==> config.mk <==
export PLATFORM = sky130hd
export DESIGN_NAME = bldcc_top
export DESIGN_NICKNAME = d
export VERILOG_FILES = /design/src/bldcc_pkg.sv /design/src/bldcc_tach.sv /design/src/bldcc_dir.sv /design/src/bldcc_top.sv
export VERILOG_INCLUDE_DIRS = /design/src /design/src/src
export SDC_FILE = /design/constraint.sdc
export NUM_CORES = 1
export LEC_CHECK = 0
export ABC_AREA = 0
export BUFFER_PORTS_ARGS = -buffer_cell sky130_fd_sc_hd__buf_2
export CAP_MARGIN = 20
export CORE_ASPECT_RATIO = 1.25
export CORE_MARGIN = 3
export CORE_UTILIZATION = 54
export CTS_CLUSTER_SIZE = 30
export DETAILED_ROUTE_END_ITERATION = 6
export PLACE_DENSITY = 0.7
export SLEW_MARGIN = 20
export SYNTH_ARGS = -nofsm -noshare
export SYNTH_HDL_FRONTEND = slang
export SYNTH_HIERARCHICAL = 1
export SYNTH_SLANG_ARGS = --single-unit
export TNS_END_PERCENT = 30
==> constraint.sdc <==
create_clock -name core_clk -period 23.3 [get_ports core_clk]
set_clock_uncertainty 0.2 [all_clocks]
set_input_delay 3.495 -clock core_clk [delete_from_list [all_inputs] [get_ports core_clk]]
set_output_delay 3.495 -clock core_clk [all_outputs]
set_load 0.05 [all_outputs]
==> src/bldcc_cfg.svh <==
// Purpose: Timing constants for the commutation controller
// Assumes: core clock of 100 MHz
// Notes:   The tach count is derived from a time in its own unit; other counts are given directly
`ifndef BLDCC_CFG_SVH
`define BLDCC_CFG_SVH
`define BLDCC_CLK_MHZ        100
`define BLDCC_TACH_US        113
`define BLDCC_TACH_CYCLES    (`BLDCC_TACH_US * `BLDCC_CLK_MHZ)
`define BLDCC_OSC_DIV        5000
`define BLDCC_DUTY_W         8
`define BLDCC_RAMP_DIV       64
`endif

==> src/bldcc_pkg.sv <==
// Purpose: Types shared by the commutation controller
// Assumes: nothing
// Notes:   Phase drive is a pair of enables per leg
package bldcc_pkg;
  typedef enum logic [1:0] {BLDCC_HIZ, BLDCC_SRC, BLDCC_SNK} bldcc_leg_type;
  typedef struct packed {
    logic [2:0] high;
    logic [2:0] low;
  } bldcc_drive_type;
  typedef struct packed {
    logic coast;
    logic brake;
    logic overCurrent;
    logic underVoltage;
    logic rampLow;
  } bldcc_fault_type;
endpackage

==> src/bldcc_tach.sv <==
// Purpose: Speed pulse one-shot on Hall edges with position latch
// Assumes: Hall inputs already synchronised
// Notes:   Latch frozen while pulse is high
`timescale 1ns/1ps
`default_nettype none
`include "bldcc_cfg.svh"
module bldcc_tach
  import bldcc_pkg::*;
#(
  parameter int WIDTH = `BLDCC_TACH_CYCLES
)
(
  input  wire logic       core_clk,
  input  wire logic       rst_n,
  input  wire logic [2:0] hallIn,
  output logic      [2:0] hallPos,
  output logic            tachPulse
);
  typedef struct packed {
    logic [2:0]  pos;
    logic        pulse;
    logic [31:0] cnt;
  } bldcc_tach_st_type;
  bldcc_tach_st_type st;
  bldcc_tach_st_type next_st;

  always_comb
  begin
    next_st = st;
    if (st.pulse)
    begin
      if (st.cnt == 32'h0000_0001)
        next_st.pulse = 1'b0;
      next_st.cnt = st.cnt - 32'h0000_0001;
    end
    else if (hallIn != st.pos)
    begin
      next_st.pos = hallIn;
      next_st.pulse = 1'b1;
      next_st.cnt = 32'(WIDTH);
    end
  end

  always_ff @(posedge core_clk)
  begin
    if (!rst_n)
      st <= '0;
    else
      st <= next_st;
  end

  assign hallPos = st.pos;
  assign tachPulse = st.pulse;
endmodule
`default_nettype wire

==> src/bldcc_dir.sv <==
// Purpose: Direction latch, two-stage shift and mismatch inhibit
// Assumes: oscTick is a one-cycle pulse per PWM period
// Notes:   Inhibit covers the dead time on reversal
`timescale 1ns/1ps
`default_nettype none
module bldcc_dir
  import bldcc_pkg::*;
(
  input  wire logic core_clk,
  input  wire logic rst_n,
  input  wire logic dirIn,
  input  wire logic speedAbove,
  input  wire logic oscTick,
  output logic      dirOut,
  output logic      dirInhibit
);
  typedef struct packed {
    logic latch;
    logic [1:0] shift;
  } bldcc_dir_st_type;
  bldcc_dir_st_type st;
  bldcc_dir_st_type next_st;

  always_comb
  begin
    next_st = st;
    if (!speedAbove)
      next_st.latch = dirIn;
    if (oscTick)
      next_st.shift = {st.shift[0], st.latch};
  end

  always_ff @(posedge core_clk)
  begin
    if (!rst_n)
      st <= '0;
    else
      st <= next_st;
  end

  assign dirOut = st.shift[1];
  assign dirInhibit = (dirIn != st.latch) || (st.latch != st.shift[0])
                      || (st.shift[0] != st.shift[1]);
endmodule
`default_nettype wire

==> src/bldcc_top.sv <==
// Purpose: Commutation, chopping and protection for a 3-phase motor drive
// Assumes: Analog comparator results arrive as logic levels
// Notes:   Phase legs driven by high/low enables; all outputs registered
`timescale 1ns/1ps
`default_nettype none
`include "bldcc_cfg.svh"

module bldcc_top
  import bldcc_pkg::*;
#(
  parameter int TACH_CYCLES = `BLDCC_TACH_CYCLES,
  parameter int OSC_DIV     = `BLDCC_OSC_DIV,
  parameter int RAMP_DIV    = `BLDCC_RAMP_DIV
)
(
  input  wire logic                     core_clk,
  input  wire logic                     rst_n,
  input  wire logic [2:0]               positionSensor,
  input  wire logic                     direction,
  input  wire logic                     speedAbove,
  input  wire logic                     quadSelect,
  input  wire logic                     brakeRequest,
  input  wire logic                     coastRequest,
  input  wire logic                     underVoltage,
  input  wire logic                     overCurrent,
  input  wire logic                     peakCurrentTrip,
  input  wire logic [`BLDCC_DUTY_W-1:0] loopAmplifier,
  output logic      [2:0]               highDrive,
  output logic      [2:0]               lowDrive,
  output logic                          speedPulse,
  output logic                          softStartLatched,
  output logic      [`BLDCC_DUTY_W-1:0] softStartRamp
);
  localparam int DW = `BLDCC_DUTY_W;

  // Block state outside uTach and uDir; one comb process builds next_st, one flop stores it
  typedef struct packed {
    logic [2:0]    hallS1;
    logic [2:0]    hallS2;
    logic          dirS1;
    logic          dirS2;
    logic [31:0]   oscCnt;
    logic [DW-1:0] phase;
    logic          pwmOn;
    logic [31:0]   rampCnt;
    logic [DW-1:0] ramp;
    logic          ssLatch;
    logic [2:0]    high;
    logic [2:0]    low;
    logic          tach;
  } bldcc_top_st_type;
  bldcc_top_st_type st;
  bldcc_top_st_type next_st;

  logic [2:0] hallPos;
  logic       tachPulse;
  logic       dirOut;
  logic       dirInhibit;
  logic       oscTick;
  logic       forceOff;

  // One-cycle enable per PWM period; the direction shift and the PWM latch
  // both step on it, which gives the reversal dead time its 1-2 period span
  assign oscTick = (st.oscCnt == 32'(OSC_DIV - 1));

  // Coast, the soft-start latch, direction inhibit or overcurrent floats all six switches, ahead of brake; peak trip only chops
  assign forceOff = coastRequest || st.ssLatch || dirInhibit || overCurrent;

  // Six-step decode of one leg
  function automatic bldcc_leg_type legState(input logic dir, input logic [2:0] h,
                                             input int leg);
    bldcc_leg_type a;
    bldcc_leg_type b;
    bldcc_leg_type c;
    a = BLDCC_HIZ;
    b = BLDCC_HIZ;
    c = BLDCC_HIZ;
    // Index is {direction, sensor 1, sensor 2, sensor 3}
    unique case ({dir, h})
      4'h9:
      begin
        b = BLDCC_SNK;
        c = BLDCC_SRC;
      end
      4'hb:
      begin
        a = BLDCC_SNK;
        c = BLDCC_SRC;
      end
      4'ha:
      begin
        a = BLDCC_SNK;
        b = BLDCC_SRC;
      end
      4'he:
      begin
        b = BLDCC_SRC;
        c = BLDCC_SNK;
      end
      4'hc:
      begin
        a = BLDCC_SRC;
        c = BLDCC_SNK;
      end
      4'hd:
      begin
        a = BLDCC_SRC;
        b = BLDCC_SNK;
      end
      4'h5:
      begin
        a = BLDCC_SNK;
        b = BLDCC_SRC;
      end
      4'h4:
      begin
        a = BLDCC_SNK;
        c = BLDCC_SRC;
      end
      4'h6:
      begin
        b = BLDCC_SNK;
        c = BLDCC_SRC;
      end
      4'h2:
      begin
        a = BLDCC_SRC;
        b = BLDCC_SNK;
      end
      4'h3:
      begin
        a = BLDCC_SRC;
        c = BLDCC_SNK;
      end
      4'h1:
      begin
        b = BLDCC_SRC;
        c = BLDCC_SNK;
      end
      // All-low, all-high and unused codes leave every leg floating
      default:
      begin
        a = BLDCC_HIZ;
      end
    endcase
    if (leg == 0)
      return a;
    else if (leg == 1)
      return b;
    return c;
  endfunction

  // Hall latch reads the synchronised sensors and freezes during its pulse
  bldcc_tach #(
    .WIDTH(TACH_CYCLES)
  ) uTach (
    .core_clk (core_clk),
    .rst_n    (rst_n),
    .hallIn   (st.hallS2),
    .hallPos  (hallPos),
    .tachPulse(tachPulse)
  );

  // Speed compare is a level; the direction pin arrives synchronised
  bldcc_dir uDir (
    .core_clk  (core_clk),
    .rst_n     (rst_n),
    .dirIn     (st.dirS2),
    .speedAbove(speedAbove),
    .oscTick   (oscTick),
    .dirOut    (dirOut),
    .dirInhibit(dirInhibit)
  );

  always_comb
  begin
    logic [DW-1:0] duty;
    logic          chop;
    bldcc_leg_type leg;
    duty = '0;
    chop = 1'b0;
    leg = BLDCC_HIZ;
    next_st = st;
    // input synchronisers
    // Only the second stage of each pair is read downstream
    next_st.hallS1 = positionSensor;
    next_st.hallS2 = st.hallS1;
    next_st.dirS1 = direction;
    next_st.dirS2 = st.dirS1;
    next_st.tach = tachPulse;

    // PWM oscillator and ramp carrier
    next_st.oscCnt = oscTick ? 32'h0 : st.oscCnt + 32'h1;
    // Phase tracks the count the next cycle holds, so a tick starts at zero
    next_st.phase = DW'((next_st.oscCnt * (2 ** DW)) / OSC_DIV);

    if (underVoltage || overCurrent)
      next_st.ssLatch = 1'b1;
    else if (st.ssLatch && st.ramp == '0)
      next_st.ssLatch = 1'b0;

    // Ramp parks at zero while latched and climbs one step per RAMP_DIV cycles
    if (st.ssLatch)
    begin
      next_st.ramp = '0;
      next_st.rampCnt = '0;
    end
    else if (st.ramp != '1)
    begin
      if (st.rampCnt == 32'(RAMP_DIV - 1))
      begin
        next_st.rampCnt = '0;
        next_st.ramp = st.ramp + 1'b1;
      end
      else
        next_st.rampCnt = st.rampCnt + 32'h1;
    end

    // duty clamp to ramp
    // The ramp caps the loop command until it has climbed past it
    duty = (st.ramp < loopAmplifier) ? st.ramp : loopAmplifier;

    if (oscTick)
      next_st.pwmOn = 1'b1;
    else if (peakCurrentTrip || st.phase >= duty)
      next_st.pwmOn = 1'b0;
    // Trip or crossing ends the on time; only the next tick restarts it
    chop = !st.pwmOn;

    if (forceOff)
    begin
      next_st.high = '0;
      next_st.low = '0;
    end
    // brake pattern
    // Windings shorted through the low side, so chopping has no role here
    else if (brakeRequest)
    begin
      next_st.high = '0;
      next_st.low = '1;
    end
    else
    begin
      // Each leg sources, sinks or floats, then the chop phase gates the sink side, and the source side too when quadSelect is set
      for (int i = 0; i < 3; i++)
      begin
        leg = legState(dirOut, hallPos, i);
        next_st.high[i] = (leg == BLDCC_SRC) && !(quadSelect && chop);
        next_st.low[i] = (leg == BLDCC_SNK) && !chop;
      end
    end
  end

  always_ff @(posedge core_clk)
  begin
    if (!rst_n)
    begin
      st <= '0;
      // Start latched so the first run ramps up from zero
      st.ssLatch <= 1'b1;
    end
    else
      st <= next_st;
  end

  // Every output comes straight from a state flop
  assign highDrive = st.high;
  assign lowDrive = st.low;
  assign speedPulse = st.tach;
  assign softStartLatched = st.ssLatch;
  assign softStartRamp = st.ramp;
endmodule
`default_nettype wire

==> impl_results.rst, run 1 <==
.. list-table::
   :header-rows: 1

   * - Metric
     - Value
   * - Result of the run
     - completed
   * - Post-route standard cell area excluding fillers
     - 16200 um^2
   * - Pin count of the biggest net entering global routing
     - 63
   * - Transition time of the tightest slew-check pin
     - between 0.9 and 1 ns
   * - Core Rows
     - 68
   * - Port Buf Inserts
     - 36
   * - Count of H-tree levels built during CTS
     - 4
   * - Data required time of the critical path
     - between 20 and 25 ns
   * - Global-route usage over all layers
     - 0.254
   * - Share of cells above drive strength 1
     - 0.152
   * - DPL Wire Length
     - 30.3 mm
   * - Number of hold-slack violations in the final timing report
     - 0
   * - Area enclosed by the die boundary
     - between 30000 and 40000 um^2
   * - Final hold slack
     - 0.239 ns
   * - Root Buffer Master
     - sky130_fd_sc_hd__clkbuf_16
   * - Area of the mapped netlist
     - 15200 um^2
   * - Power per standard cell area
     - 38.0 nW/um^2
   * - RePlAce Congestion
     - 0.951
   * - Area overhead of the layout relative to synthesis
     - 6.59%
   * - Final critical-path share of the clock period
     - 0.940
   * - Netlist cell types
     - 151
   * - TritonCTS clock tree
     - built
   * - Number of routed nets with antenna violations
     - 0
   * - Net count after synthesis
     - 2001
   * - Final net count
     - 1989
   * - Initial antenna violation count
     - 0
   * - Global-route wire length before repair
     - 66.2 mm
   * - Max transition margin
     - 0.344
   * - Area after detailed placement
     - around 15000 um^2
   * - Clock edge transition at the registers on the reported setup and hold paths
     - 0.06 ns
   * - Leakage component of the power
     - between 5 and 6 nW
   * - DRC errors left
     - 0
   * - Initial core utilization
     - 0.550
   * - WL per Instance
     - 17.4 um
   * - Post-placement worst setup slack
     - 0.665 ns
   * - Number of clock buffers inserted by TritonCTS
     - 17
   * - Final count of negative-setup-slack endpoints
     - 0
   * - Vias after detailed routing
     - roughly 15000
   * - Final total negative setup slack
     - 0 ns
   * - Overflow after GRT
     - 0
   * - Critical path start-end classification
     - reg -> reg
   * - Crit path max fanout
     - 13
   * - Most common cell after layout, fill and taps aside
     - sky130_fd_sc_hd__nor2_1
   * - Die outline width
     - 156 um
   * - Drt initial violations
     - 1116
   * - CP endpoint kind
     - flip-flop
   * - Most common flop cell mapped by yosys
     - sky130_fd_sc_hd__dfxtp_1
   * - Type of the worst min-delay path
     - reg -> reg
   * - Max Root-Sink Buffers
     - 2
   * - Number of slew-limit violations in the final report
     - 0
   * - Synth async-reset ratio
     - 0
   * - Boundary pin count
     - 37
   * - Sequential element share of the synthesized area
     - 0.179
   * - Highest-count cells in the layout ignoring fill and taps
     - sky130_fd_sc_hd__nor2_1 (188), sky130_fd_sc_hd__nand2_1 (145), sky130_fd_sc_hd__dfxtp_1 (136), sky130_fd_sc_hd__a21oi_1 (94), sky130_fd_sc_hd__nand3_1 (92)
   * - Worst VDD drop
     - 0.0582 mV
   * - Time the worst path needs with I/O delays and setup
     - 21.90 ns
   * - Total inserted antenna cells
     - 0
   * - First-pass detailed-route iteration total
     - 6
   * - Placeable core region
     - 27700 um^2
   * - Number of synthesis warnings
     - 6
   * - Clock latency on the worst-skew pair
     - ~0.43 ns
   * - Vertical die dimension
     - 194 um
   * - Mean post-synth cell area
     - 7.81 um^2
   * - Clock sinks
     - between 100 and 150
   * - Worst-case setup margin in the final layout
     - between 1 and 1.5 ns
   * - Cell with the largest stage delay on the worst path
     - sky130_fd_sc_hd__xor2_1
   * - Vias in the first global route
     - 13882
   * - Gate count after technology mapping
     - 1953
   * - Via/cell ratio
     - 6.51
   * - Post-synthesis register bit count
     - about 140
   * - Data arrival time of the critical path
     - 22.02 ns
   * - Number of enable flip-flop cells after synthesis
     - 0
   * - Largest incremental delay on the critical path
     - 0.65 ns
   * - Max Cap Violations
     - 0
   * - Startpoint type of the worst setup path
     - flip-flop
   * - Detailed Route WL
     - 40.0 mm
   * - Maximum operating frequency
     - 45.7 MHz
==> logic make-up after synthesis <==
group / after synthesis / synth area share
flops: 136 / 0.179
fa+ha+maj: 30 / 0.0241
xor+xnor: 181 / 0.112
buf+inv: 125 / 0.0439
simple gates: 841 / 0.301
compound gates: 582 / 0.300
mux: 58 / 0.0410
==> area by class of cell <==
class,instances,area [um^2]
clock buffer,17,425
clock inverter,15,201
fill,2552,11500
inverter,45,174
multi-input combinational,1692,12000
sequential,136,2720
tap,350,438
timing repair buffer,49,278
==> repair_timing <==
action / 4_1_cts / 5_1_grt
hold buffers: 0 / 0
hold endpoints to repair: 0 / 0
setup endpoints to repair: 0 / 3
buffers inserted: 0 / 7
resized for setup: 0 / 27
==> state kept, by name, summed over array words and instances, names as in the netlist, 2 cells and up <==
register / cells
uTach/hallPos: 3
highDrive: 3
uDir/st: 2
lowDrive: 3
st: 77
uTach/st: 32
next_st: 4
softStartRamp: 8
==> layer usage <==
layer  part of all wire  global-route usage  up-vias
li1                   -                   -     7393
met2               0.50               0.449      439
met3              0.038              0.0322      107
met4              0.033              0.0970        0
met5                  0                   0        -
met1               0.43               0.310     7064
==> per-stage QoR <==
step,utilization,instances,total power [mW]
floorplan,-,1953,0.318
global placement,0.556,2265,0.334
detailed placement,0.556,2265,0.335
CTS,0.579,2297,0.619
global route,0.586,2304,0.642
finish,0.586,2304,0.618
==> Yosys cell counts (10+ instances only) <==
| cell type | count | share of area |
|---|---|---|
| sky130_fd_sc_hd__nor2_1 | 189 | 0.047 |
| sky130_fd_sc_hd__nand2_1 | 145 | 0.036 |
| sky130_fd_sc_hd__dfxtp_1 | 136 | 0.18 |
| sky130_fd_sc_hd__a21oi_1 | 96 | 0.032 |
| sky130_fd_sc_hd__xnor2_1 | 95 | 0.055 |
| sky130_fd_sc_hd__nand3_1 | 92 | 0.030 |
| sky130_fd_sc_hd__xor2_1 | 72 | 0.041 |
| sky130_fd_sc_hd__o21ai_0 | 58 | 0.019 |
| sky130_fd_sc_hd__nor3_1 | 52 | 0.017 |
| sky130_fd_sc_hd__and2_1 | 50 | 0.021 |
| sky130_fd_sc_hd__mux2i_1 | 44 | 0.029 |
| sky130_fd_sc_hd__inv_1 | 39 | 0.0096 |
| sky130_fd_sc_hd__nand4_1 | 39 | 0.016 |
| sky130_fd_sc_hd__o211ai_1 | 36 | 0.018 |
| sky130_fd_sc_hd__a31oi_1 | 35 | 0.014 |
| sky130_fd_sc_hd__nor4_1 | 35 | 0.014 |
| sky130_fd_sc_hd__nand2b_1 | 34 | 0.014 |
| sky130_fd_sc_hd__clkbuf_1 | 30 | 0.0074 |
| sky130_fd_sc_hd__buf_4 | 27 | 0.013 |
| sky130_fd_sc_hd__ha_1 | 27 | 0.022 |
| sky130_fd_sc_hd__a21o_1 | 24 | 0.012 |
| sky130_fd_sc_hd__and3_1 | 24 | 0.0098 |
| sky130_fd_sc_hd__or3_1 | 24 | 0.0098 |
| sky130_fd_sc_hd__o31ai_1 | 23 | 0.011 |
| sky130_fd_sc_hd__a211oi_1 | 22 | 0.011 |
| sky130_fd_sc_hd__o21a_1 | 22 | 0.011 |
| sky130_fd_sc_hd__o21ai_1 | 22 | 0.0072 |
| sky130_fd_sc_hd__nor2b_1 | 21 | 0.0086 |
| sky130_fd_sc_hd__or4_1 | 19 | 0.0094 |
| sky130_fd_sc_hd__or2_2 | 16 | 0.0066 |
| sky130_fd_sc_hd__o2111ai_1 | 14 | 0.0080 |
| sky130_fd_sc_hd__o31a_1 | 13 | 0.0075 |
| sky130_fd_sc_hd__or2_1 | 11 | 0.0045 |
| sky130_fd_sc_hd__o21ai_2 | 10 | 0.0057 |
| sky130_fd_sc_hd__xnor2_2 | 10 | 0.011 |
==> final timing paths <==
kind | slack [ns] | endpoint | startpoint | cells after the start
worst max-delay path | 1.40 | st[49] | st[68] | 76
worst max register to register | 1.40 | st[49] | st[68] | 76
worst min-delay path | 0.24 | st[89] | next_st[89] | 1
worst min register to register | 0.24 | st[89] | next_st[89] | 1
==> worst max-delay path: cells and delay by family (launching register included) <==
family | cells | cell delay (ns)
multiplexers | 2 | 0.68
XOR/XNOR | 7 | 2.44
adder cells (fa/ha/maj) | 4 | 1.08
flip-flops | 1 | 0.52
buffers and inverters | 4 | 0.46
AND/OR/NAND/NOR | 21 | 6.12
AO/OA/AOI/OAI | 38 | 10.25
==> report_power, final <==
| group | leakage, nW | switching (mW) | internal, mW |
|---|---|---|---|
| clock network | 0.300 | 0.106 | 0.179 |
| logic | 4.48 | 0.0534 | 0.0304 |
| registers | 1.10 | 0.00887 | 0.240 |
| total | 5.88 | 0.169 | 0.449 |
Power figures use the tool's default switching activity.
==> run 2: changes to the inputs <==
--- a/config.mk
+++ b/config.mk
@@ -11,10 +11,11 @@
 export CAP_MARGIN = 20
 export CORE_ASPECT_RATIO = 1.25
 export CORE_MARGIN = 3
-export CORE_UTILIZATION = 54
+export CORE_UTILIZATION = 59
 export CTS_CLUSTER_SIZE = 30
 export DETAILED_ROUTE_END_ITERATION = 6
-export PLACE_DENSITY = 0.7
+export PLACE_DENSITY = 0.76
+export SKIP_CTS_REPAIR_TIMING = 1
 export SLEW_MARGIN = 20
 export SYNTH_ARGS = -nofsm -noshare
 export SYNTH_HDL_FRONTEND = slang
==> impl_results.rst, run 2 (synthesis gave the netlist of run 1 again) <==
.. list-table::
   :header-rows: 1

   * - Metric
     - Value
   * - Result of the run
     - completed (unchanged)
   * - Power after layout
     - 0.579 mW (was 0.618 mW)
   * - Initial core utilization
     - 0.601 (was 0.550)
   * - Boundary pin count
     - 37 (unchanged)
   * - Placeable core region
     - 25400 um^2 (was 27700 um^2)
   * - Port Buf Inserts
     - 36 (unchanged)
   * - Worst r2r src
     - st[68] (unchanged)
   * - Number of slew-limit violations in the final report
     - 0 (unchanged)
   * - Worst-case setup margin in the final layout
     - 1.38 ns (was 1.40 ns)
   * - Number of hold-slack violations in the final timing report
     - 0 (unchanged)
   * - Core Rows
     - 65 (was 68)
   * - Clock latency on the worst-skew pair
     - 0.42 ns (was 0.43 ns)
   * - Global-route usage over all layers
     - 0.275 (was 0.254)
   * - Root Buffer Master
     - sky130_fd_sc_hd__clkbuf_16 (unchanged)
   * - Max transition margin
     - 0.331 (was 0.344)
   * - Crit path max fanout
     - 12 (was 13)
   * - CP endpoint kind
     - flip-flop (unchanged)
   * - Leakage component of the power
     - 5.87 nW (was 5.88 nW)
   * - Max Root-Sink Buffers
     - 2 (unchanged)
   * - Detailed Route WL
     - 39.5 mm (was 40.0 mm)
   * - Highest-count cells in the layout ignoring fill and taps
     - sky130_fd_sc_hd__nor2_1 (189), sky130_fd_sc_hd__nand2_1 (145), sky130_fd_sc_hd__dfxtp_1 (136), sky130_fd_sc_hd__a21oi_1 (95) (was sky130_fd_sc_hd__nor2_1 (188), sky130_fd_sc_hd__nand2_1 (145), sky130_fd_sc_hd__dfxtp_1 (136), sky130_fd_sc_hd__a21oi_1 (94), sky130_fd_sc_hd__nand3_1 (92))
   * - Worst reg2reg path depth
     - 75 (was 76)
   * - Register ranked first by flip-flop count
     - st (unchanged)
   * - Clock edge transition at the registers on the reported setup and hold paths
     - 0.06 ns (about the same)
   * - Clock group share of total power
     - 0.426 (was 0.462)
   * - Data required time of the critical path
     - 23.41 ns (was 23.42 ns)
   * - Initial antenna violation count
     - 0 (unchanged)
   * - Combinational share of power
     - 0.144 (was 0.136)
   * - Hold wc startpoint
     - next_st[92] (was next_st[89])
   * - Most common cell after layout, fill and taps aside
     - sky130_fd_sc_hd__nor2_1 (unchanged)
   * - RePlAce Congestion
     - 1.00 (was 0.951)
   * - Cell with the largest stage delay on the worst path
     - sky130_fd_sc_hd__or4_1 (was sky130_fd_sc_hd__xor2_1)
   * - Area overhead of the layout relative to synthesis
     - 6.08% (was 6.59%)
   * - Share of total power consumed by net switching
     - 0.275 (was 0.273)
   * - Data arrival time of the critical path
     - 22.04 ns (was 22.02 ns)
   * - First-pass detailed-route iteration total
     - 5 (was 6)
   * - Critical path start-end classification
     - reg -> reg (unchanged)
   * - Maximum operating frequency
     - 45.6 MHz (was 45.7 MHz)
   * - Worst VDD drop
     - 0.0539 mV (was 0.0582 mV)
   * - Reg area
     - 2720 um^2 (unchanged)
   * - Post-placement worst setup slack
     - 0.767 ns (was 0.665 ns)
   * - Time the worst path needs with I/O delays and setup
     - 21.92 ns (was 21.90 ns)
   * - Area of the multi-input gates
     - 12000 um^2 (about the same)
   * - TritonCTS clock tree
     - built (unchanged)
   * - Drt initial violations
     - 1135 (was 1116)
   * - WL per Instance
     - 17.3 um (was 17.4 um)
   * - Startpoint type of the worst setup path
     - flip-flop (unchanged)
   * - Pin count of the biggest net entering global routing
     - 63 (unchanged)
   * - Overflow after GRT
     - 0 (unchanged)
   * - P_sw
     - 0.159 mW (was 0.169 mW)
   * - Share of cells above drive strength 1
     - 0.151 (was 0.152)
   * - Count of H-tree levels built during CTS
     - 4 (unchanged)
   * - Transition time of the tightest slew-check pin
     - 1.00 ns (was 0.983 ns)
   * - Final net count
     - 1991 (was 1989)
   * - Worst Hold Depth
     - 1 (unchanged)
   * - Endpoint of the worst register-to-register path
     - st[49] (unchanged)
   * - Number of routed nets with antenna violations
     - 0 (unchanged)
   * - DRC errors left
     - 0 (unchanged)
   * - Vertical die dimension
     - 186 um (was 194 um)
   * - Die outline width
     - 150 um (was 156 um)
   * - Final count of negative-setup-slack endpoints
     - 0 (unchanged)
   * - Via/cell ratio
     - 6.63 (was 6.51)
   * - Area enclosed by the die boundary
     - 27800 um^2 (was 30300 um^2)
   * - Vias after detailed routing
     - 15166 (was 15003)
   * - Final critical-path share of the clock period
     - 0.941 (was 0.940)
   * - Hold Path Sink
     - st[92] (was st[89])
   * - Power per standard cell area
     - 35.8 nW/um^2 (was 38.0 nW/um^2)
   * - Clock sinks
     - 136 (unchanged)
   * - Global-route wire length before repair
     - 65.7 mm (was 66.2 mm)
   * - Vias in the first global route
     - 14050 (was 13882)
   * - Number of clock buffers inserted by TritonCTS
     - 17 (unchanged)
   * - Type of the worst min-delay path
     - reg -> reg (unchanged)
   * - DPL Wire Length
     - 29.9 mm (was 30.3 mm)
   * - Flop-to-flop setup slack
     - 1.38 ns (was 1.40 ns)
   * - Largest incremental delay on the critical path
     - 0.64 ns (was 0.65 ns)
   * - Max Cap Violations
     - 0 (unchanged)
   * - Reg power frac
     - 0.430 (was 0.403)
   * - Filler cells
     - 2269 (was 2552)
   * - Max FFs per register
     - 77 (unchanged)
   * - Power Internal
     - 0.420 mW (was 0.449 mW)
[run 2: critical path, delay by kind of cell, from the launching register on]
kind	cells	cell delay, ns
xor gates and xnor gates	5	1.51
and+or+nand+nor	22	6.24
DFF	1	0.52
buffers and inverters	1	0.07
AOI/OAI and AO/OA	40	11.03
muxes	3	0.93
adders and majority gates	4	1.20
[run 2: final cells by class]
type,instances,area share
multi-input combinational,1692,0.744
sequential,136,0.168
clock buffer,20,0.0282
tap,335,0.0259
timing repair buffer,51,0.0181
inverter,45,0.0108
clock inverter,9,0.00487
antenna,1,0.000155
[run 2: stage by stage]
stage	instance area (um^2)	setup TNS, ns	hold WS, ns	util	std cells
2_1_floorplan	15200	0	0.212	-	1953
3_3_place_gp	15400	0	0.216	0.607	2249
3_5_place_dp	15400	0	0.225	0.607	2249
4_1_cts	15900	0	0.235	0.628	2278
5_1_grt	16200	-0.00559	0.247	0.637	2288
6_report	16200	0	0.233	0.637	2289
[run 2: metal layers]
layer	track usage	routed length, um	vias to the layer above
met1	0.325	16600	7184
li1	-	-	7382
met3	0.0321	1670	111
met4	0.0985	1210	0
met5	0	0	-
met2	0.509	20000	489
[run 2: power by group through the flow]
stage          sequential, mW  clock (mW)  combinational (mW)
5_1_grt                 0.250       0.260              0.0918
4_1_cts                 0.249       0.249              0.0819
6_report                0.249       0.247              0.0834
2_1_floorplan           0.251           0              0.0670
3_3_place_gp            0.253           0              0.0794
3_5_place_dp            0.254           0              0.0813
[run 2: how the worst max path moves through the flow]
| stage | slack, ns | to | depth (start not counted) | from |
|---|---|---|---|---|
| after floorplan | 4.02 | st[49] | 82 | st[61] |
| after global placement | 1.17 | st[49] | 75 | st[61] |
| after detailed placement | 0.77 | st[49] | 75 | st[61] |
| after CTS | 0.65 | st[49] | 75 | st[61] |
| after global routing | -0.006 | st[49] | 76 | st[68] |
| final | 1.38 | st[49] | 75 | st[68] |
